### src/hw/sbsd_pkg.sv
// Shared constants and types of the slot bus slave decoder.
package sbsd_pkg;
	// Clock periods in ns and the longest host cycle, in bus clocks and in clocks.
	localparam int CLK_PERIOD_NS  = 40;
	localparam int BUS_PERIOD_NS  = 100;
	localparam int MAX_BUS_CLOCKS = 5;
	localparam int MAX_CYC_INT    = (MAX_BUS_CLOCKS * BUS_PERIOD_NS) / CLK_PERIOD_NS;
	localparam logic [3:0] MAX_CYCLES = MAX_CYC_INT[3:0];
	localparam logic [3:0] CNT_ZERO   = 4'h0;
	localparam logic [3:0] CNT_ONE    = 4'h1;

	// Local access length in clocks.
	localparam logic [1:0] LOC_WAIT = 2'h2;
	localparam logic [1:0] ACC_ZERO = 2'h0;
	localparam logic [1:0] ACC_ONE  = 2'h1;

	// Address fields.
	localparam int SLOT_HI = 31;
	localparam int SLOT_LO = 24;
	localparam int DEV_HI  = 19;
	localparam int DEV_LO  = 18;
	localparam int LOC_HI  = 15;
	localparam int LOC_LO  = 2;
	localparam int LOC_W   = LOC_HI - LOC_LO + 1;
	localparam int ID_W    = 4;
	localparam int SYNC_W  = 2 + 2 + 32 + ID_W;
	localparam logic [3:0] SUPER_SLOT = 4'hF;

	// Device regions selected by the two device bits.
	localparam logic [1:0] REGION_NONE = 2'h0;
	localparam logic [1:0] REGION_RAM  = 2'h1;
	localparam logic [1:0] REGION_PC   = 2'h2;
	localparam logic [1:0] REGION_ROM  = 2'h3;

	// Status codes, bit 0 is mode line 0.
	localparam logic [1:0] TM_COMPLETE = 2'h3;
	localparam logic [1:0] TM_BUSERR   = 2'h2;
	localparam logic [1:0] TM_IDLE     = 2'h0;

	// Byte lanes of the 16-bit RAM word.
	localparam logic [1:0] LANE_NONE = 2'h0;
	localparam logic [1:0] LANE_B0   = 2'h1;
	localparam logic [1:0] LANE_B1   = 2'h2;
	localparam logic [1:0] LANE_BOTH = 2'h3;

	typedef enum logic [2:0] {
		kind_ram_rd,
		kind_ram_wr,
		kind_rom_rd,
		kind_pc_rd,
		kind_pc_wr,
		kind_err
	} sbsd_kind_e;
endpackage

### src/hw/sbsd_sync.sv
// Three-stage input synchroniser with agreement filter.
`timescale 1ns/1ps
module sbsd_sync #(
	parameter int W = 1
) (
	// Clock and reset.
	input  wire logic         clock_in,
	input  wire logic         rst_n_in,
	input  wire logic         ce_in,
	// Raw and filtered levels.
	input  wire logic [W-1:0] raw_in,
	output logic      [W-1:0] level_out
);
	logic [W-1:0] s1_q;
	logic [W-1:0] s2_q;
	logic [W-1:0] s3_q;

	for (genvar i = 0; i < W; i++) begin : g_bit
		always_ff @(posedge clock_in or negedge rst_n_in) begin
			if (!rst_n_in) begin
				s1_q[i]      <= 1'b0;
				s2_q[i]      <= 1'b0;
				s3_q[i]      <= 1'b0;
				level_out[i] <= 1'b0;
			end else if (ce_in) begin
				s1_q[i] <= raw_in[i];
				s2_q[i] <= s1_q[i];
				s3_q[i] <= s2_q[i];
				// A change counts only once two later stages agree.
				if (s2_q[i] == s3_q[i]) begin
					level_out[i] <= s3_q[i];
				end
			end
		end
	end
endmodule

### src/hw/sbsd_decode.sv
// Cycle type and byte lane decode of a captured host request.
`timescale 1ns/1ps
module sbsd_decode (
	// Captured request fields.
	input  wire logic [1:0]  region_in,
	input  wire logic [1:0]  tm_in,
	input  wire logic [1:0]  low_in,
	// Decoded cycle.
	output sbsd_pkg::sbsd_kind_e kind_out,
	output logic      [1:0]  lanes_out
);
	always_comb begin
		kind_out  = sbsd_pkg::kind_err;
		lanes_out = sbsd_pkg::LANE_NONE;
		unique case (region_in)
			sbsd_pkg::REGION_RAM: begin
				if (!tm_in[1]) begin
					kind_out = sbsd_pkg::kind_ram_rd;
				end else begin
					kind_out = sbsd_pkg::kind_ram_wr;
					// An odd half-word address writes nothing.
					if (!low_in[1]) begin
						if (!tm_in[0]) begin
							lanes_out = sbsd_pkg::LANE_BOTH;
						end else if (low_in[0]) begin
							lanes_out = sbsd_pkg::LANE_B1;
						end else begin
							lanes_out = sbsd_pkg::LANE_B0;
						end
					end
				end
			end
			sbsd_pkg::REGION_ROM: begin
				if (tm_in[1]) begin
					kind_out = sbsd_pkg::kind_err;
				end else begin
					kind_out = sbsd_pkg::kind_rom_rd;
				end
			end
			sbsd_pkg::REGION_PC: begin
				if (tm_in[0]) begin
					kind_out = sbsd_pkg::kind_pc_wr;
				end else begin
					kind_out = sbsd_pkg::kind_pc_rd;
				end
			end
			sbsd_pkg::REGION_NONE: begin
				kind_out = sbsd_pkg::kind_err;
			end
		endcase
	end
endmodule

### src/hw/sbsd_slave.sv
// Slot bus slave: address match, decode, local access and acknowledge.
`timescale 1ns/1ps

module sbsd_slave (
	// Clock, reset and clock enable.
	input  wire logic              clock_in,
	input  wire logic              rst_n_in,
	input  wire logic              ce_in,
	// Host bus inputs, logic high means asserted.
	input  wire logic              bus_clk_in,
	input  wire logic              start_in,
	input  wire logic [1:0]        tm_in,
	input  wire logic [31:0]       ad_in,
	input  wire logic [3:0]        slot_id_in,
	// Host bus drivers.
	output logic      [31:0]       ad_out,
	output logic                   ad_oe_out,
	output logic      [1:0]        tm_out,
	output logic                   tm_oe_out,
	output logic                   ack_out,
	output logic                   ack_oe_out,
	// Local bus shared with the packet controller.
	output logic      [13:0]       loc_addr_out,
	output logic      [15:0]       loc_wdata_out,
	output logic                   loc_rd_out,
	output logic      [1:0]        loc_we_out,
	output logic                   ram_cs_out,
	output logic                   rom_cs_out,
	output logic                   pc_cs_out,
	input  wire logic [15:0]       ram_rdata_in,
	input  wire logic [7:0]        rom_rdata_in,
	input  wire logic [7:0]        pc_rdata_in,
	// Packet controller arbitration.
	input  wire logic              pc_req_in,
	output logic                   pc_gnt_out
);
	typedef enum logic [2:0] {
		idle_state,
		pc_own_state,
		decode_state,
		wdata_state,
		access_state,
		wait_state,
		ack_state
	} sbsd_state_e;

	sbsd_state_e st_q;

	logic [sbsd_pkg::SYNC_W-1:0] sync_lvl;
	logic                        bclk;
	logic                        bstart;
	logic [1:0]                  btm;
	logic [31:0]                 bad;
	logic [3:0]                  bid;
	logic                        bclk_prev_q;
	logic                        bus_rise;
	logic                        bus_fall;
	logic                        slot_hit;

	logic                        pend_q;
	logic [31:0]                 addr_q;
	logic [1:0]                  tmreq_q;
	logic [15:0]                 wdata_q;
	logic [1:0]                  status_q;
	logic [31:0]                 rdata_q;
	logic [1:0]                  acc_cnt_q;
	logic [3:0]                  cyc_cnt_q;
	logic                        wd_expired;
	logic                        is_read;
	logic                        is_write;
	logic                        go_access;
	logic                        take_req;

	sbsd_pkg::sbsd_kind_e        kind;
	logic [1:0]                  lanes;

	sbsd_sync #(
		.W(sbsd_pkg::SYNC_W)
	) u_sync (
		.clock_in  (clock_in),
		.rst_n_in  (rst_n_in),
		.ce_in     (ce_in),
		.raw_in    ({bus_clk_in, start_in, tm_in, ad_in, slot_id_in}),
		.level_out (sync_lvl)
	);

	assign {bclk, bstart, btm, bad, bid} = sync_lvl;

	// Only the filtered bus clock is used, so edges follow the bus by a fixed lag.
	assign bus_rise = bclk & ~bclk_prev_q;
	assign bus_fall = ~bclk & bclk_prev_q;

	// The upper nibble is the top super slot, the lower one the geographic identity.
	assign slot_hit = (bad[sbsd_pkg::SLOT_HI:sbsd_pkg::SLOT_LO] == {sbsd_pkg::SUPER_SLOT, bid});

	sbsd_decode u_decode (
		.region_in (addr_q[sbsd_pkg::DEV_HI:sbsd_pkg::DEV_LO]),
		.tm_in     (tmreq_q),
		.low_in    (addr_q[1:0]),
		.kind_out  (kind),
		.lanes_out (lanes)
	);

	assign is_read = (kind == sbsd_pkg::kind_ram_rd) || (kind == sbsd_pkg::kind_rom_rd)
		|| (kind == sbsd_pkg::kind_pc_rd);
	assign is_write = (kind == sbsd_pkg::kind_ram_wr) || (kind == sbsd_pkg::kind_pc_wr);
	assign wd_expired = (cyc_cnt_q >= sbsd_pkg::MAX_CYCLES);
	assign take_req = (st_q == idle_state) && !pc_req_in && pend_q;
	assign go_access = ((st_q == decode_state) && is_read)
		|| ((st_q == wdata_state) && bus_fall && !wd_expired);

	always_ff @(posedge clock_in or negedge rst_n_in) begin
		if (!rst_n_in) begin
			bclk_prev_q <= 1'b0;
		end else if (ce_in) begin
			bclk_prev_q <= bclk;
		end
	end

	// Request capture. A start seen while busy is held until the sequencer is idle.
	always_ff @(posedge clock_in or negedge rst_n_in) begin
		if (!rst_n_in) begin
			pend_q  <= 1'b0;
			addr_q  <= 32'h0000_0000;
			tmreq_q <= 2'h0;
		end else if (ce_in) begin
			if (bus_fall && bstart && slot_hit && !pend_q) begin
				pend_q  <= 1'b1;
				addr_q  <= bad;
				tmreq_q <= btm;
			end else if (take_req) begin
				pend_q <= 1'b0;
			end
		end
	end

	// Sequencer.
	always_ff @(posedge clock_in or negedge rst_n_in) begin
		if (!rst_n_in) begin
			st_q <= idle_state;
		end else if (ce_in) begin
			unique case (st_q)
				idle_state: begin
					if (pc_req_in) begin
						st_q <= pc_own_state;
					end else if (pend_q) begin
						st_q <= decode_state;
					end
				end
				pc_own_state: begin
					if (!pc_req_in) begin
						st_q <= idle_state;
					end
				end
				decode_state: begin
					if (is_read) begin
						st_q <= access_state;
					end else if (is_write) begin
						st_q <= wdata_state;
					end else begin
						st_q <= wait_state;
					end
				end
				wdata_state: begin
					if (wd_expired) begin
						st_q <= wait_state;
					end else if (bus_fall) begin
						st_q <= access_state;
					end
				end
				access_state: begin
					if (acc_cnt_q == sbsd_pkg::ACC_ONE) begin
						st_q <= wait_state;
					end
				end
				wait_state: begin
					if (bus_rise) begin
						st_q <= ack_state;
					end
				end
				ack_state: begin
					if (bus_rise) begin
						st_q <= idle_state;
					end
				end
			endcase
		end
	end

	// Cycle length guard and local access counter.
	always_ff @(posedge clock_in or negedge rst_n_in) begin
		if (!rst_n_in) begin
			cyc_cnt_q <= sbsd_pkg::CNT_ZERO;
			acc_cnt_q <= sbsd_pkg::ACC_ZERO;
		end else if (ce_in) begin
			if (st_q == idle_state) begin
				cyc_cnt_q <= sbsd_pkg::CNT_ZERO;
			end else if (!wd_expired) begin
				cyc_cnt_q <= cyc_cnt_q + sbsd_pkg::CNT_ONE;
			end
			if (go_access) begin
				acc_cnt_q <= sbsd_pkg::LOC_WAIT;
			end else if (acc_cnt_q != sbsd_pkg::ACC_ZERO) begin
				acc_cnt_q <= acc_cnt_q - sbsd_pkg::ACC_ONE;
			end
		end
	end

	// Write data and status.
	always_ff @(posedge clock_in or negedge rst_n_in) begin
		if (!rst_n_in) begin
			wdata_q  <= 16'h0000;
			status_q <= sbsd_pkg::TM_COMPLETE;
		end else if (ce_in) begin
			if ((st_q == wdata_state) && bus_fall) begin
				wdata_q <= bad[15:0];
			end
			if (st_q == decode_state) begin
				if (kind == sbsd_pkg::kind_err) begin
					status_q <= sbsd_pkg::TM_BUSERR;
				end else begin
					status_q <= sbsd_pkg::TM_COMPLETE;
				end
			end else if ((st_q == wdata_state) && wd_expired) begin
				// A write whose data never came cannot complete, so it is refused.
				status_q <= sbsd_pkg::TM_BUSERR;
			end
		end
	end

	// Local bus strobes, held for the local access.
	always_ff @(posedge clock_in or negedge rst_n_in) begin
		if (!rst_n_in) begin
			loc_addr_out  <= 14'h0000;
			loc_wdata_out <= 16'h0000;
			loc_rd_out    <= 1'b0;
			loc_we_out    <= sbsd_pkg::LANE_NONE;
			ram_cs_out    <= 1'b0;
			rom_cs_out    <= 1'b0;
			pc_cs_out     <= 1'b0;
		end else if (ce_in) begin
			if (go_access) begin
				loc_addr_out  <= addr_q[sbsd_pkg::LOC_HI:sbsd_pkg::LOC_LO];
				loc_wdata_out <= ((st_q == wdata_state) && bus_fall) ? bad[15:0] : wdata_q;
				loc_rd_out    <= is_read;
				ram_cs_out    <= (kind == sbsd_pkg::kind_ram_rd) || (kind == sbsd_pkg::kind_ram_wr);
				rom_cs_out    <= (kind == sbsd_pkg::kind_rom_rd);
				pc_cs_out     <= (kind == sbsd_pkg::kind_pc_rd) || (kind == sbsd_pkg::kind_pc_wr);
				if (kind == sbsd_pkg::kind_ram_wr) begin
					loc_we_out <= lanes;
				end else if (kind == sbsd_pkg::kind_pc_wr) begin
					loc_we_out <= sbsd_pkg::LANE_B0;
				end else begin
					loc_we_out <= sbsd_pkg::LANE_NONE;
				end
			end else if ((st_q == access_state) && (acc_cnt_q == sbsd_pkg::ACC_ONE)) begin
				loc_rd_out <= 1'b0;
				loc_we_out <= sbsd_pkg::LANE_NONE;
				ram_cs_out <= 1'b0;
				rom_cs_out <= 1'b0;
				pc_cs_out  <= 1'b0;
			end
		end
	end

	// Read data capture at the end of the local access.
	always_ff @(posedge clock_in or negedge rst_n_in) begin
		if (!rst_n_in) begin
			rdata_q <= 32'h0000_0000;
		end else if (ce_in) begin
			if ((st_q == access_state) && (acc_cnt_q == sbsd_pkg::ACC_ONE) && loc_rd_out) begin
				if (ram_cs_out) begin
					rdata_q <= {16'h0000, ram_rdata_in};
				end else if (rom_cs_out) begin
					rdata_q <= {24'h00_0000, rom_rdata_in};
				end else begin
					rdata_q <= {24'h00_0000, pc_rdata_in};
				end
			end
		end
	end

	// Bus drivers: acknowledge, status and read data rise and fall together.
	always_ff @(posedge clock_in or negedge rst_n_in) begin
		if (!rst_n_in) begin
			ad_out     <= 32'h0000_0000;
			ad_oe_out  <= 1'b0;
			tm_out     <= sbsd_pkg::TM_IDLE;
			tm_oe_out  <= 1'b0;
			ack_out    <= 1'b0;
			ack_oe_out <= 1'b0;
		end else if (ce_in) begin
			if ((st_q == wait_state) && bus_rise) begin
				ack_out    <= 1'b1;
				ack_oe_out <= 1'b1;
				tm_out     <= status_q;
				tm_oe_out  <= 1'b1;
				ad_out     <= rdata_q;
				ad_oe_out  <= is_read && (status_q == sbsd_pkg::TM_COMPLETE);
			end else if ((st_q == ack_state) && bus_rise) begin
				ack_out    <= 1'b0;
				ack_oe_out <= 1'b0;
				tm_out     <= sbsd_pkg::TM_IDLE;
				tm_oe_out  <= 1'b0;
				ad_oe_out  <= 1'b0;
			end
		end
	end

	// Grant follows the sequencer so no host cycle is ever cut short.
	always_ff @(posedge clock_in or negedge rst_n_in) begin
		if (!rst_n_in) begin
			pc_gnt_out <= 1'b0;
		end else if (ce_in) begin
			pc_gnt_out <= ((st_q == idle_state) && pc_req_in)
				|| ((st_q == pc_own_state) && pc_req_in);
		end
	end
endmodule

### config.mk
export PLATFORM = sky130hd
export DESIGN_NAME = sbsd_slave
export DESIGN_NICKNAME = d
export VERILOG_FILES = /design/src/hw/sbsd_pkg.sv /design/src/hw/sbsd_sync.sv /design/src/hw/sbsd_decode.sv /design/src/hw/sbsd_slave.sv
export SDC_FILE = /design/constraint.sdc
export NUM_CORES = 1
export LEC_CHECK = 0
export ABC_CLOCK_PERIOD_IN_PS = 2800
export BUFFER_PORTS_ARGS = -buffer_cell sky130_fd_sc_hd__buf_2
export CORE_ASPECT_RATIO = 1.4
export CORE_MARGIN = 2
export CORE_UTILIZATION = 55
export CTS_BUF_LIST = sky130_fd_sc_hd__clkbuf_16
export DETAILED_ROUTE_END_ITERATION = 12
export PLACE_DENSITY = 0.8
export SLEW_MARGIN = 10
export SYNTH_ARGS = -nofsm -noshare
export SYNTH_HDL_FRONTEND = slang
export SYNTH_SLANG_ARGS = --single-unit
### constraint.sdc
create_clock -name clock_in -period 2.8 [get_ports clock_in]
set_clock_uncertainty 0.1 [all_clocks]
set_input_delay 0.56 -clock clock_in [delete_from_list [all_inputs] [get_ports clock_in]]
set_output_delay 0.56 -clock clock_in [all_outputs]
set_load 0.03 [all_outputs]
Yosys cells after proc, flatten, opt, wreduce, memory -nomap -nowiden
Index checks and enable logic that the tools add are counted.

Flip-flop bits (word level): 300. Input port bits: 76. Word-level logic and storage cells: 361.

Bitwise operators: 4. Reductions and logical operators: 82. $add $sub $neg: 2. Equal/unequal tests: 60. Mux-type cells: 46. Order comparisons: 1.

Operators by type and width (number): $reduce_and 2->1 (46); $eq 1x1->1 (36); $mux 3 (12); $mux 16 (2); $mux 2 (14); $pmux 3 s7 (1); $logic_and 1x1->1 (16); $eq 3x3->1 const B (5); $mux 1 (13); $eq 3x2->1 const B (4); $pmux 3 s4 (1); $reduce_bool 2->1 (6); $eq 8x8->1 (1); $mux 4 (2); $mux 8 (1); $logic_or 1x1->1 (7); $reduce_and 7->1 (1); $eq 2x2->1 const B (3); $eq 3x1->1 const B (2); $logic_not 3->1 (2); $ne 2x2->1 const B (3); $ne 3x3->1 const B (2); $add 4x1->4 const B (1); $eq 2x1->1 const B (2); 7 further kinds (12).

Longest topological paths before layout
Gate-level depths: netlist of run 1.

Depth in word-level cells: 9. Mapped depth: 7. Mapped depth without buffers: 6.

By module
Synthesis of run 1 repeated with hierarchy kept, for this count alone.

Cells, all modules: 968. Area, all modules: 11970.2 sq um.

Modules (own cells, without submodules): sbsd_sync (instances 1, area an instance 6397.4 sq um, cells each 506, sequential area each 4003.8 sq um); sbsd_slave (instances 1, area an instance 5501.5 sq um, cells each 451, sequential area each 3004.1 sq um); sbsd_decode (instances 1, area an instance 71.3 sq um, cells each 11, sequential area each 0.0 sq um).

Worst setup path before layout of run 1
No wires, ideal clock.

Kind: input-to-reg. Start point: input port ce_in. End point: register loc_wdata_out[8]. Data required time: 2575 ps. Data arrival time: 1714 ps. Path slack: 861 ps. Library setup time: 125 ps. Stages: 6. Buffers on the path: 2. Cells stage by stage: nand3b_2 nor3_4 a22o_4 buf_6 buf_8 mux2_4.

Cells in the longest elaborated chain, start to end: 1.

RTL lines: start: declaration (RTL line sbsd_slave.sv:8) `input wire logic ce_in,`; $reduce_and 2->1 (no line); end signal: assignment (RTL line sbsd_slave.sv:244) `loc_wdata_out <= ((st_q == wdata_state) && bus_fall) ? bad[15:0] : wdata_q;`; end: declaration (RTL line sbsd_slave.sv:24) `output logic [15:0] loc_wdata_out,`.

No other way between the ends. A chain may end at the register's enable or synchronous reset.

Worst setup path after layout of run 1
Start point: register addr_q[18]. End point: register loc_addr_out[6].

Cells in the longest elaborated chain, start to end: 8. Elaborated cells between the ends (all ways): 13. Classes of those cells: eq/ne: 5; mux: 1; reduce/logical: 7.

RTL lines: start: declaration (RTL line sbsd_slave.sv:61) `logic [31:0] addr_q;`; start signal: assignment (RTL line sbsd_slave.sv:124) `addr_q <= 32'h0000_0000;`; start signal: assignment (RTL line sbsd_slave.sv:129) `addr_q <= bad;`; $eq 2x2->1, or another cell as far along (RTL line sbsd_decode.sv:15) `unique case (region_in)`; $pmux 3 s4 (*) (RTL line sbsd_decode.sv:15); $eq 3x2->1 / $logic_not 3->1 (equally long branches) (RTL line sbsd_slave.sv:104) `assign is_read = (kind == sbsd_pkg::kind_ram_rd) || (kind == sbsd_pkg::kind_rom_rd)`; $logic_or 1x1->1 (RTL line sbsd_slave.sv:104); $logic_or 1x1->1 (*) (RTL line sbsd_slave.sv:105) `|| (kind == sbsd_pkg::kind_pc_rd);`; $logic_and 1x1->1 (*) (RTL line sbsd_slave.sv:109) `assign go_access = ((st_q == decode_state) && is_read)`; $logic_or 1x1->1 (*) (RTL line sbsd_slave.sv:110) `|| ((st_q == wdata_state) && bus_fall && !wd_expired);`; $reduce_and 2->1 (no line) (*); end signal: assignment (RTL line sbsd_slave.sv:243) `loc_addr_out <= addr_q[sbsd_pkg::LOC_HI:sbsd_pkg::LOC_LO];`; end: declaration (RTL line sbsd_slave.sv:23) `output logic [13:0] loc_addr_out,`.

Mark *: on every way between the ends. The rest lies on a longest branch, timed or not.

==> Implementation_results.wiki, run 1 <==
{| class="wikitable"
! Metric !! Value
|-
| Worst hold stages || 2
|-
| Setup violation total in the final timing report || 0
|-
| Number of clock sinks || 256
|-
| Number of remaining DRC errors || 0
|-
| Crit-path max FO || 38
|-
| Leakage Power || 5.95 nW
|-
| Startpoint-to-endpoint class of the critical path || register to register
|-
| Slew at the pin closest to its max-slew limit || 959 ps
|-
| Final sum of negative setup slack || 0 ps
|-
| Die extent in x || 122 um
|-
| Vias in the first global route || 6,774
|-
| Sum of net half-perimeters after detailed placement || 12.6 mm
|-
| Fraction of final layout cells sized beyond drive strength 1 || 0.353
|-
| Setup slack, reg-to-reg || 450 ps
|-
| Critical hold path startpoint || ad_in[28]
|-
| Gate power share || 0.180
|-
| Setup repair after global routing missed its margin || no
|-
| First drt pass iteration count || 5
|-
| Finished layout cell area || 12,300 sq um
|-
| Final weighted congestion of routability-driven global placement || 0.826
|-
| Number of buffers on the longest clock path || 3
|-
| Upper clock frequency limit || 425 MHz
|-
| Number of antenna violations at the first check in global routing || 1
|-
| Global-route wire length before repair || 33.0 mm
|-
| Share of total power in the clock network || 0.320
|-
| Core footprint || 19,200 sq um
|-
| End point of the most critical hold path || u_sync.s1_q[32]$_DFFE_PN0P_
|-
| Detailed Route Iter0 Violations || 412
|-
| CTS tree || built
|-
| Final Max Tran Viols || 0
|-
| Post-route ant nets || 0
|-
| Share of the cycle needed by the critical path after routing || 0.840
|-
| Post-synthesis sequential area ratio || 0.597
|-
| Ys Warns || 0
|-
| Clock Latency Late Sink || 510 ps
|-
| Endpoint of the worst-slack reg-to-reg timing path || loc_addr_out[6]$_DFFE_PN0P_
|-
| Depth of the worst register-to-register path || 4
|-
| Switching power share of the total || 0.290
|-
| Count of antenna diodes in the layout || 0
|-
| Routed via count divided by cell count || 5.34
|-
| Cell at the root of the clock tree || sky130_fd_sc_hd__clkbuf_16
|-
| Wire length after detailed routing || 19.6 mm
|-
| Number of port buffers || 128
|-
| Post-CTS repair timing setup buffer count || 0
|-
| Pwr dens || 808 nW/um^2
|-
| Cell area after technology mapping || 10,700 sq um
|-
| Cell internal power dissipation || 0.00706 W
|-
| Kind of capture point of the worst setup path || register
|-
| Number of hold violations in the final report || 0
|-
| Area added between synthesis and finish || 14.6%
|-
| Vias || 6,734
|-
| Worst reg2reg path startpoint || addr_q[18]$_DFFE_PN0P_
|-
| Worst min-delay path class || primary input to register
|-
| Kind of start point of the critical path || register
|-
| Distinct cell type count after synthesis || 49
|-
| Filler cell count in the final layout || 1,488
|-
| Area taken by flip-flops and latches || 6410 sq um
|-
| Ports placed on the boundary || 151
|-
| Layout net count || 1,073
|-
| Maxcap violations || 0
|-
| Top FF cell, synth || sky130_fd_sc_hd__dfrtp_1
|-
| Min Clock Period, post-route || 2350 ps
|-
| Post-synthesis sequential element count || 256
|-
| Dpl cell area || 11,500 sq um
|-
| Worst hold slack across all endpoints || 176 ps
|-
| Average instance area after synthesis || 12.3 sq um
|-
| Normalized max-slew margin || 0.360
|-
| Overall routing resource usage || 0.195
|-
| Starting Density || 0.558
|-
| Status || completed
|-
| Sequential Power Share || 0.500
|-
| Critical path data arrival time || 2640 ps
|-
| Clock transition time at the flip-flop clock pins of the worst setup and hold paths || 70 ps
|-
| IR drop worst, VDD || 566 uV
|-
| Share of synthesized registers carrying an async set or reset || 1.00
|-
| Die area || 20,700 sq um
|-
| Area of combinational cells with multiple inputs || 3850 sq um
|-
| Largest net degree at the start of global routing || 97
|-
| Die H || 169 um
|-
| Post-synth EDFFs || 0
|-
| Switching power || 0.00288 W
|-
| Number of rows in the core area || 60
|-
| Post-DR wirelength/cell || 15.5 um
|-
| Number of buffers created by CTS || 25
|-
| Critical path data required time || 3080 ps
|-
| Total congestion overflow after global routing || 0
|-
| Number of H-tree branching levels || 1
|-
| Count of mapped cells out of synthesis || 875
|}
layout make-up:
cell class	instances	share of cell area
clock inverters	20	0.0123
inverters	43	0.0131
multi-input cells	526	0.313
clock buffers	25	0.0508
flip-flops and latches	256	0.521
repair buffers	142	0.0652
well taps	248	0.0252
routing by layer:
metal / GRT usage / wire, um / vias to the layer above
li1: - / - / 3225
met1: 0.260 / 8280 / 3335
met2: 0.337 / 10000 / 138
met3: 0.0276 / 839 / 34
met4: 0.0535 / 386 / 2
met5: 0 / 13 / -
cells by family after synthesis:
logic type / Yosys count / share of synthesized area
compound gates: 189 / 0.0935
buf+inv: 108 / 0.0504
simple gates: 130 / 0.0569
other cells: 1 / 0.000349
mux: 182 / 0.194
xor+xnor: 6 / 0.00490
flops: 256 / 0.597
fa+ha+maj: 3 / 0.00350
through the flow:
stage,utilization,worst slack (ps),std cells,power [W]
detailed placement,0.599,489,1214,0.00682
global placement,0.599,525,1214,0.00668
CTS,0.640,478,1260,0.0100
global route,0.640,368,1260,0.0105
floorplan,-,861,890,0.00627
finish,0.640,447,1260,0.00994
Yosys cell counts (3+ instances only):
library cell,number,share of area
sky130_fd_sc_hd__buf_4,22,0.015
sky130_fd_sc_hd__nor3_1,3,0.0014
sky130_fd_sc_hd__mux2_4,12,0.017
sky130_fd_sc_hd__xor2_1,4,0.0033
sky130_fd_sc_hd__ha_1,3,0.0035
sky130_fd_sc_hd__a21oi_1,49,0.023
sky130_fd_sc_hd__o21ai_0,127,0.059
sky130_fd_sc_hd__nand4_1,7,0.0041
sky130_fd_sc_hd__nand3_1,4,0.0019
sky130_fd_sc_hd__nor3b_1,3,0.0021
sky130_fd_sc_hd__buf_2,14,0.0065
sky130_fd_sc_hd__mux2i_1,14,0.013
sky130_fd_sc_hd__clkbuf_1,23,0.0080
sky130_fd_sc_hd__inv_1,42,0.015
sky130_fd_sc_hd__buf_1,3,0.0010
sky130_fd_sc_hd__nand3b_1,3,0.0021
sky130_fd_sc_hd__dfrtp_1,255,0.59
sky130_fd_sc_hd__nor2_1,17,0.0059
sky130_fd_sc_hd__mux2_2,156,0.16
sky130_fd_sc_hd__nand2b_1,7,0.0041
sky130_fd_sc_hd__nand2_1,76,0.027
registers in the layout, summed over array words and instances, names as in the netlist, 3 cells and up:
signal            flops
st_q                  3
u_sync.level_out     34
loc_wdata_out        16
u_sync.s2_q          34
cyc_cnt_q             4
ad_out               16
u_sync.s3_q          34
wdata_q              16
loc_addr_out         14
addr_q               18
u_sync.s1_q          34
rdata_q              16
power by group through the flow:
stage / Sequential, W / Clock, W / Combinational (W)
6_report: 0.00497 / 0.00318 / 0.00179
5_1_grt: 0.00509 / 0.00340 / 0.00202
4_1_cts: 0.00497 / 0.00326 / 0.00181
3_5_place_dp: 0.00502 / 0 / 0.00179
3_3_place_gp: 0.00497 / 0 / 0.00171
2_1_floorplan: 0.00495 / 0 / 0.00133
worst max-delay path by stage:
stage	start	endpoint	cells past startpoint
6_report	addr_q[18]$_DFFE_PN0P_	loc_addr_out[6]$_DFFE_PN0P_	4
5_1_grt	addr_q[18]$_DFFE_PN0P_	loc_addr_out[6]$_DFFE_PN0P_	4
4_1_cts	addr_q[18]$_DFFE_PN0P_	loc_addr_out[6]$_DFFE_PN0P_	4
3_5_place_dp	ce_in	loc_addr_out[8]$_DFFE_PN0P_	5
3_3_place_gp	ce_in	loc_addr_out[7]$_DFFE_PN0P_	5
2_1_floorplan	ce_in	loc_wdata_out[8]$_DFFE_PN0P_	6
critical path, stage by stage, from the launching register on:
cell and delay, ps:
sky130_fd_sc_hd__dfrtp_1 490, sky130_fd_sc_hd__nor3b_1 430, sky130_fd_sc_hd__or2_1 210, sky130_fd_sc_hd__a22o_4 550
sky130_fd_sc_hd__mux2_2 420
what timing repair did:
item	in CTS	in global routing
endpoints found under the setup margin	0	0
hold buffers	1	0
endpoints found under the hold margin	68	0
gates resized for setup	0	0
layout by cell type (no fill, tap or decap), drive strengths merged, types with 17 or more instances in the layout:
master	n
dfrtp	255
mux2	168
buf	141
o21ai	127
nand2	76
a21oi	49
inv	45
clkbuf	25
nor2	17
Note: power is estimated with default switching activity, not from simulation.
==> inputs of run 2 (changes only) <==
ABC_CLOCK_PERIOD_IN_PS = 2300   (was 2800)
clock period = 2.3 ns   (was 2.8 ns; I/O delays follow)
==> Implementation_results.wiki, run 2 (synthesized netlist as in run 1, its figures left out) <==
{| class="wikitable"
! Metric !! Value
|-
| Max stage delay cell, worst path || sky130_fd_sc_hd__dfrtp_1 (was sky130_fd_sc_hd__a22o_4)
|-
| Final weighted congestion of routability-driven global placement || 0.836 (was 0.826)
|-
| End point of the most critical hold path || u_sync.s1_q[32]$_DFFE_PN0P_ (unchanged)
|-
| Overall routing resource usage || 0.199 (was 0.195)
|-
| First drt pass iteration count || 4 (was 5)
|-
| Status || completed (unchanged)
|-
| Critical hold path startpoint || ad_in[28] (unchanged)
|-
| Total congestion overflow after global routing || 0 (unchanged)
|-
| Number of H-tree branching levels || 1 (unchanged)
|-
| Wire length after detailed routing || 19.9 mm (was 19.6 mm)
|-
| Clock Latency Late Sink || 510 ps (about the same)
|-
| Routed via count divided by cell count || 5.37 (was 5.34)
|-
| Worst reg2reg path startpoint || st_q[0]$_DFFE_PN0P_ (was addr_q[18]$_DFFE_PN0P_)
|-
| Clock transition time at the flip-flop clock pins of the worst setup and hold paths || 60 ps (was 70 ps)
|-
| Number of antenna violations at the first check in global routing || 2 (was 1)
|-
| Count of antenna diodes in the layout || 0 (unchanged)
|-
| Detailed Route Iter0 Violations || 376 (was 412)
|-
| Critical Path Stages || 5 (was 4)
|-
| Placed cell count || 1,226 (was 1,214)
|-
| Number of rows in the core area || 60 (unchanged)
|-
| CTS tree || built (unchanged)
|-
| Number of buffers on the longest clock path || 3 (unchanged)
|-
| Vias in the first global route || 6,766 (was 6,774)
|-
| Setup slack, reg-to-reg || 220 ps (was 450 ps)
|-
| Setup repair after global routing missed its margin || no (unchanged)
|-
| Longest individual stage delay on the worst path || 600 ps (was 550 ps)
|-
| Number of remaining DRC errors || 0 (unchanged)
|-
| Kind of start point of the critical path || register (unchanged)
|-
| Post-CTS repair timing setup buffer count || 0 (unchanged)
|-
| Crit-path max FO || 19 (was 38)
|-
| Pwr dens || 974 nW/um^2 (was 808 nW/um^2)
|-
| Post-route ant nets || 0 (unchanged)
|-
| Global-route wire length before repair || 33.5 mm (was 33.0 mm)
|-
| Number of port buffers || 128 (unchanged)
|-
| Kind of capture point of the worst setup path || register (unchanged)
|-
| Normalized max-slew margin || 0.555 (was 0.360)
|-
| Worst path buffer plus inverter count || 2 (was 0)
|-
| Core footprint || 19,200 sq um (unchanged)
|-
| Depth of the worst register-to-register path || 5 (was 4)
|-
| Critical path's top delay family || flip-flops (was simple AND/OR/NAND/NOR gates)
|-
| Worst min-delay path class || primary input to register (unchanged)
|-
| Starting Density || 0.558 (unchanged)
|-
| Worst hold stages || 2 (unchanged)
|-
| Share of the cycle needed by the critical path after routing || 0.904 (was 0.840)
|-
| Fraction of final layout cells sized beyond drive strength 1 || 0.356 (was 0.353)
|-
| Critical path data arrival time || 2370 ps (was 2640 ps)
|-
| Layout net count || 1,084 (was 1,073)
|-
| Die extent in x || 122 um (unchanged)
|-
| Leakage Power || 6.00 nW (was 5.95 nW)
|-
| Endpoint of the worst-slack reg-to-reg timing path || loc_addr_out[6]$_DFFE_PN0P_ (unchanged)
|-
| Number of buffers created by CTS || 24 (was 25)
|-
| CTS Hold Bufs || 1 (unchanged)
|-
| Cells traversed along the worst timing path || inv_2 -> nor3_4 -> a22o_4 -> buf_12 -> mux2_2 (was nor3b_1 -> or2_1 -> a22o_4 -> mux2_2)
|-
| Die H || 169 um (unchanged)
|-
| Number of clock sinks || 256 (unchanged)
|-
| Largest net degree at the start of global routing || 113 (was 97)
|-
| Maxcap violations || 0 (unchanged)
|-
| Min Clock Period, post-route || 2080 ps (was 2350 ps)
|-
| Cell at the root of the clock tree || sky130_fd_sc_hd__clkbuf_16 (unchanged)
|-
| Startpoint-to-endpoint class of the critical path || register to register (unchanged)
|-
| Final Max Tran Viols || 0 (unchanged)
|-
| Final sum of negative setup slack || 0 ps (unchanged)
|-
| Non-filler cells, final || 1,268 (was 1,260)
|-
| Vias || 6,813 (was 6,734)
|-
| Ports placed on the boundary || 151 (unchanged)
|-
| Post-DR wirelength/cell || 15.7 um (was 15.5 um)
|-
| Upper clock frequency limit || 481 MHz (was 425 MHz)
|-
| Number of hold violations in the final report || 0 (unchanged)
|-
| Most common cell after layout, fill and taps aside || sky130_fd_sc_hd__dfrtp_1 (unchanged)
|-
| Setup violation total in the final timing report || 0 (unchanged)
|-
| CTS resizes || 0 (unchanged)
|-
| IR drop worst, VDD || 643 uV (was 566 uV)
|-
| Slew at the pin closest to its max-slew limit || 667 ps (was 959 ps)
|-
| Sum of net half-perimeters after detailed placement || 13.3 mm (was 12.6 mm)
|-
| Die area || 20,700 sq um (unchanged)
|-
| Area added between synthesis and finish || 15.7% (was 14.6%)
|-
| Critical path data required time || 2590 ps (was 3080 ps)
|-
| Commonest cells after routing, fill and taps aside || 255 x sky130_fd_sc_hd__dfrtp_1, 156 x sky130_fd_sc_hd__mux2_2, 127 x sky130_fd_sc_hd__o21ai_0 (unchanged)
|}
run 2: final cells by class:
class                           instances  area (sq um)
Clock buffer                           25           626
Clock inverter                         16           130
Fill cell                            1495          6800
Inverter                               43           161
Multi-Input combinational cell        526          3850
Sequential cell                       256          6410
Tap cell                              248           310
Timing Repair Buffer                  154           942
run 2: per-layer routing:
metal,global-route usage,vias to the layer above,routed length [um]
met1,0.261,3386,8320
met3,0.0269,39,770
met5,0,-,23
met4,0.0645,4,508
li1,-,3247,-
met2,0.342,137,10200
run 2: worst max-delay path by stage:
stage               slack (ps)                            end                 from
finish                     220    loc_addr_out[6]$_DFFE_PN0P_  st_q[0]$_DFFE_PN0P_
detailed placement         230  loc_wdata_out[10]$_DFFE_PN0P_  st_q[0]$_DFFE_PN0P_
floorplan                  370   loc_wdata_out[8]$_DFFE_PN0P_  st_q[2]$_DFFE_PN0P_
CTS                        230    loc_addr_out[6]$_DFFE_PN0P_  st_q[0]$_DFFE_PN0P_
global route               140  loc_wdata_out[12]$_DFFE_PN0P_  st_q[0]$_DFFE_PN0P_
global placement           290  loc_wdata_out[12]$_DFFE_PN0P_  st_q[0]$_DFFE_PN0P_
run 2: worst reg2reg max path, stage by stage, from the launching register on:
cell,delay (ps)
sky130_fd_sc_hd__dfrtp_1,600
sky130_fd_sc_hd__inv_2,160
sky130_fd_sc_hd__nor3_4,230
sky130_fd_sc_hd__a22o_4,300
sky130_fd_sc_hd__buf_12,210
sky130_fd_sc_hd__mux2_2,370
run 2: through the flow:
step | worst slack, ps | utilization | cell area, sq um | hold slack [ps] | total power, W
5_1_grt | 142 | 0.646 | 12400 | 68.9 | 0.0128
4_1_cts | 231 | 0.646 | 12400 | 62.7 | 0.0122
3_3_place_gp | 293 | 0.607 | 11700 | 323 | 0.00820
2_1_floorplan | 369 | - | 10800 | 64.4 | 0.00764
6_report | 222 | 0.646 | 12400 | 78.8 | 0.0121
3_5_place_dp | 226 | 0.607 | 11700 | 331 | 0.00838
run 2: report_power, final:
group | internal, W | switching [W] | leakage (nW)
clock | 0.00218 | 0.00162 | 0.375
combinational | 0.00108 | 0.00120 | 2.39
sequential | 0.00535 | 0.000669 | 3.24
total | 0.00861 | 0.00349 | 6.00
==> inputs of run 3 (changes only) <==
MAX_ROUTING_LAYER = met4   (was not set)
==> Implementation_results.wiki, run 3 (synthesized netlist as in run 1, its figures left out) <==
{| class="wikitable"
! Metric !! Value
|-
| Global-route wire length before repair || 33.6 mm (was 33.5 mm)
|-
| Vias || 6,819 (was 6,813)
|-
| Cell internal power dissipation || 0.00861 W (about the same)
|-
| Normalized max-slew margin || 0.560 (was 0.555)
|-
| GRT met3 Usage || 0.0269 (unchanged)
|-
| Dpl cell area || 11,700 sq um (unchanged)
|-
| Number of port buffers || 128 (unchanged)
|-
| Gate power share || 0.189 (about the same)
|-
| Kind of start point of the critical path || register (unchanged)
|-
| CTS resizes || 0 (unchanged)
|-
| Number of buffers on the longest clock path || 3 (unchanged)
|-
| Startpoint-to-endpoint class of the critical path || register to register (unchanged)
|-
| Final weighted congestion of routability-driven global placement || 0.849 (was 0.836)
|-
| Cells traversed along the worst timing path || inv_2 -> nor3_4 -> a22o_4 -> buf_12 -> mux2_2 (unchanged)
|-
| Sum of net half-perimeters after detailed placement || 13.3 mm (unchanged)
|-
| Clock transition time at the flip-flop clock pins of the worst setup and hold paths || 60 ps (about the same)
|-
| Number of rows in the core area || 60 (unchanged)
|-
| Final sum of negative setup slack || 0 ps (unchanged)
|-
| Setup repair after global routing missed its margin || no (unchanged)
|-
| Filler cell count in the final layout || 1,495 (unchanged)
|-
| Core footprint || 19,200 sq um (unchanged)
|-
| Kind of capture point of the worst setup path || register (unchanged)
|-
| Routed via count divided by cell count || 5.37 (about the same)
|-
| Number of antenna violations at the first check in global routing || 2 (unchanged)
|-
| CTS tree || built (unchanged)
|-
| Met1 GRT Util || 0.262 (was 0.261)
|-
| Min Clock Period, post-route || 2100 ps (was 2080 ps)
|-
| Die extent in x || 122 um (unchanged)
|-
| Finished layout cell area || 12,400 sq um (about the same)
|-
| Sequential Power Share || 0.497 (about the same)
|-
| Met2 track demand over resource || 0.342 (about the same)
|-
| Post-route ant nets || 0 (unchanged)
|-
| Slew at the pin closest to its max-slew limit || 659 ps (was 667 ps)
|-
| Number of clock sinks || 256 (unchanged)
|-
| Ports placed on the boundary || 151 (unchanged)
|-
| IR drop worst, VDD || 643 uV (about the same)
|-
| First drt pass iteration count || 4 (unchanged)
|-
| Commonest cells after routing, fill and taps aside || 255 x sky130_fd_sc_hd__dfrtp_1, 156 x sky130_fd_sc_hd__mux2_2, 127 x sky130_fd_sc_hd__o21ai_0 (unchanged)
|-
| Cell at the root of the clock tree || sky130_fd_sc_hd__clkbuf_16 (unchanged)
|-
| Post-DR wirelength/cell || 15.7 um (about the same)
|-
| Area taken by flip-flops and latches || 6410 sq um (unchanged)
|-
| Number of hold violations in the final report || 0 (unchanged)
|-
| Area of combinational cells with multiple inputs || 3850 sq um (unchanged)
|-
| Crit-path max FO || 19 (unchanged)
|-
| Starting Density || 0.558 (unchanged)
|-
| Total congestion overflow after global routing || 0 (unchanged)
|-
| Critical path's top delay family || flip-flops (unchanged)
|-
| Longest individual stage delay on the worst path || 610 ps (was 600 ps)
|-
| Number of remaining DRC errors || 0 (unchanged)
|-
| Worst hold slack across all endpoints || 79.8 ps (was 78.8 ps)
|-
| Detailed Route Iter0 Violations || 372 (was 376)
|-
| Worst min-delay path class || primary input to register (unchanged)
|-
| Area added between synthesis and finish || 15.8% (was 15.7%)
|-
| Switching power share of the total || 0.289 (was 0.288)
|-
| Share of total power in the clock network || 0.314 (about the same)
|-
| Die H || 169 um (unchanged)
|-
| Global routing's busiest layer || met2 (unchanged)
|-
| Number of buffers created by CTS || 24 (unchanged)
|-
| Number of H-tree branching levels || 1 (unchanged)
|-
| Fraction of final layout cells sized beyond drive strength 1 || 0.356 (unchanged)
|-
| Wire length after detailed routing || 20.0 mm (was 19.9 mm)
|-
| Clock Latency Late Sink || 510 ps (about the same)
|-
| Worst path buffer plus inverter count || 2 (unchanged)
|-
| Max stage delay cell, worst path || sky130_fd_sc_hd__dfrtp_1 (unchanged)
|-
| Overall routing resource usage || 0.205 (was 0.199)
|-
| Largest net degree at the start of global routing || 113 (unchanged)
|-
| Die area || 20,700 sq um (unchanged)
|-
| Status || completed (unchanged)
|-
| Leakage Power || 6.00 nW (about the same)
|-
| Post-Route Utilization || 0.647 (was 0.646)
|-
| Maxcap violations || 0 (unchanged)
|-
| Upper clock frequency limit || 477 MHz (was 481 MHz)
|-
| Final Max Tran Viols || 0 (unchanged)
|-
| Setup violation total in the final timing report || 0 (unchanged)
|-
| Pwr dens || 974 nW/um^2 (about the same)
|-
| Share of the cycle needed by the critical path after routing || 0.912 (was 0.904)
|-
| Vias in the first global route || 6,767 (was 6,766)
|-
| Most common cell after layout, fill and taps aside || sky130_fd_sc_hd__dfrtp_1 (unchanged)
|-
| Critical path data required time || 2590 ps (about the same)
|-
| Sum of internal, switching and leakage power || 0.0121 W (about the same)
|-
| Layout net count || 1,084 (unchanged)
|-
| Critical path data arrival time || 2380 ps (was 2370 ps)
|-
| Switching power || 0.00350 W (was 0.00349 W)
|}
==> run 3: cell types whose count changed in the layout (fill, tap and decap cells not counted) <==
cell,previous run,this run
sky130_fd_sc_hd__diode_2,0,2
==> run 3: routing by layer <==
layer | wire length, um | vias to the layer above
li1 | - | 3252
met1 | 8540 | 3382
met2 | 10200 | 148
met3 | 747 | 37
met4 | 505 | 0
met5 | 0 | -
==> run 3: stage by stage <==
stage | setup WS [ps] | std cells
final | 203 | 1270
after CTS | 231 | 1268
after global placement | 293 | 1226
after floorplan | 369 | 890
after detailed placement | 226 | 1226
after global routing | 142 | 1270
==> run 3: what timing repair did <==
action / 4_1_cts / 5_1_grt
endpoints found under the hold margin: 57 / 0
setup buffers: 0 / 0
hold buffers: 1 / 0
==> run 3: path summary, 6_finish.rpt <==
| path | end | from | slack (ps) | cells after the start |
|---|---|---|---|---|
| max | loc_addr_out[6]$_DFFE_PN0P_ | st_q[0]$_DFFE_PN0P_ | 200 | 5 |
| min reg2reg | status_q[0]$_DFFE_PN1P_ | status_q[0]$_DFFE_PN1P_ | 380 | 2 |
| min | u_sync.s1_q[32]$_DFFE_PN0P_ | ad_in[28] | 80 | 2 |
| min in group asynchronous | u_sync.s2_q[35]$_DFFE_PN0P_ | rst_n_in | 370 | 2 |
| max reg2reg | loc_addr_out[6]$_DFFE_PN0P_ | st_q[0]$_DFFE_PN0P_ | 200 | 5 |
| max in group asynchronous | wdata_q[9]$_DFFE_PN0P_ | rst_n_in | 980 | 3 |
==> run 3: final cells by class <==
class | count | share of cell area
tap | 248 | 0.0250
multi-input combinational | 526 | 0.309
timing repair buffer | 154 | 0.0758
clock buffer | 25 | 0.0503
antenna | 2 | 0.000403
clock inverter | 16 | 0.0105
sequential | 256 | 0.516
inverter | 43 | 0.0130
==> run 3: power by group through the flow <==
stage	Clock, W	Sequential, W	Combinational, W
2_1_floorplan	0	0.00602	0.00161
3_3_place_gp	0	0.00602	0.00218
3_5_place_dp	0	0.00609	0.00229
4_1_cts	0.00388	0.00602	0.00231
5_1_grt	0.00407	0.00615	0.00258
6_report	0.00380	0.00602	0.00228
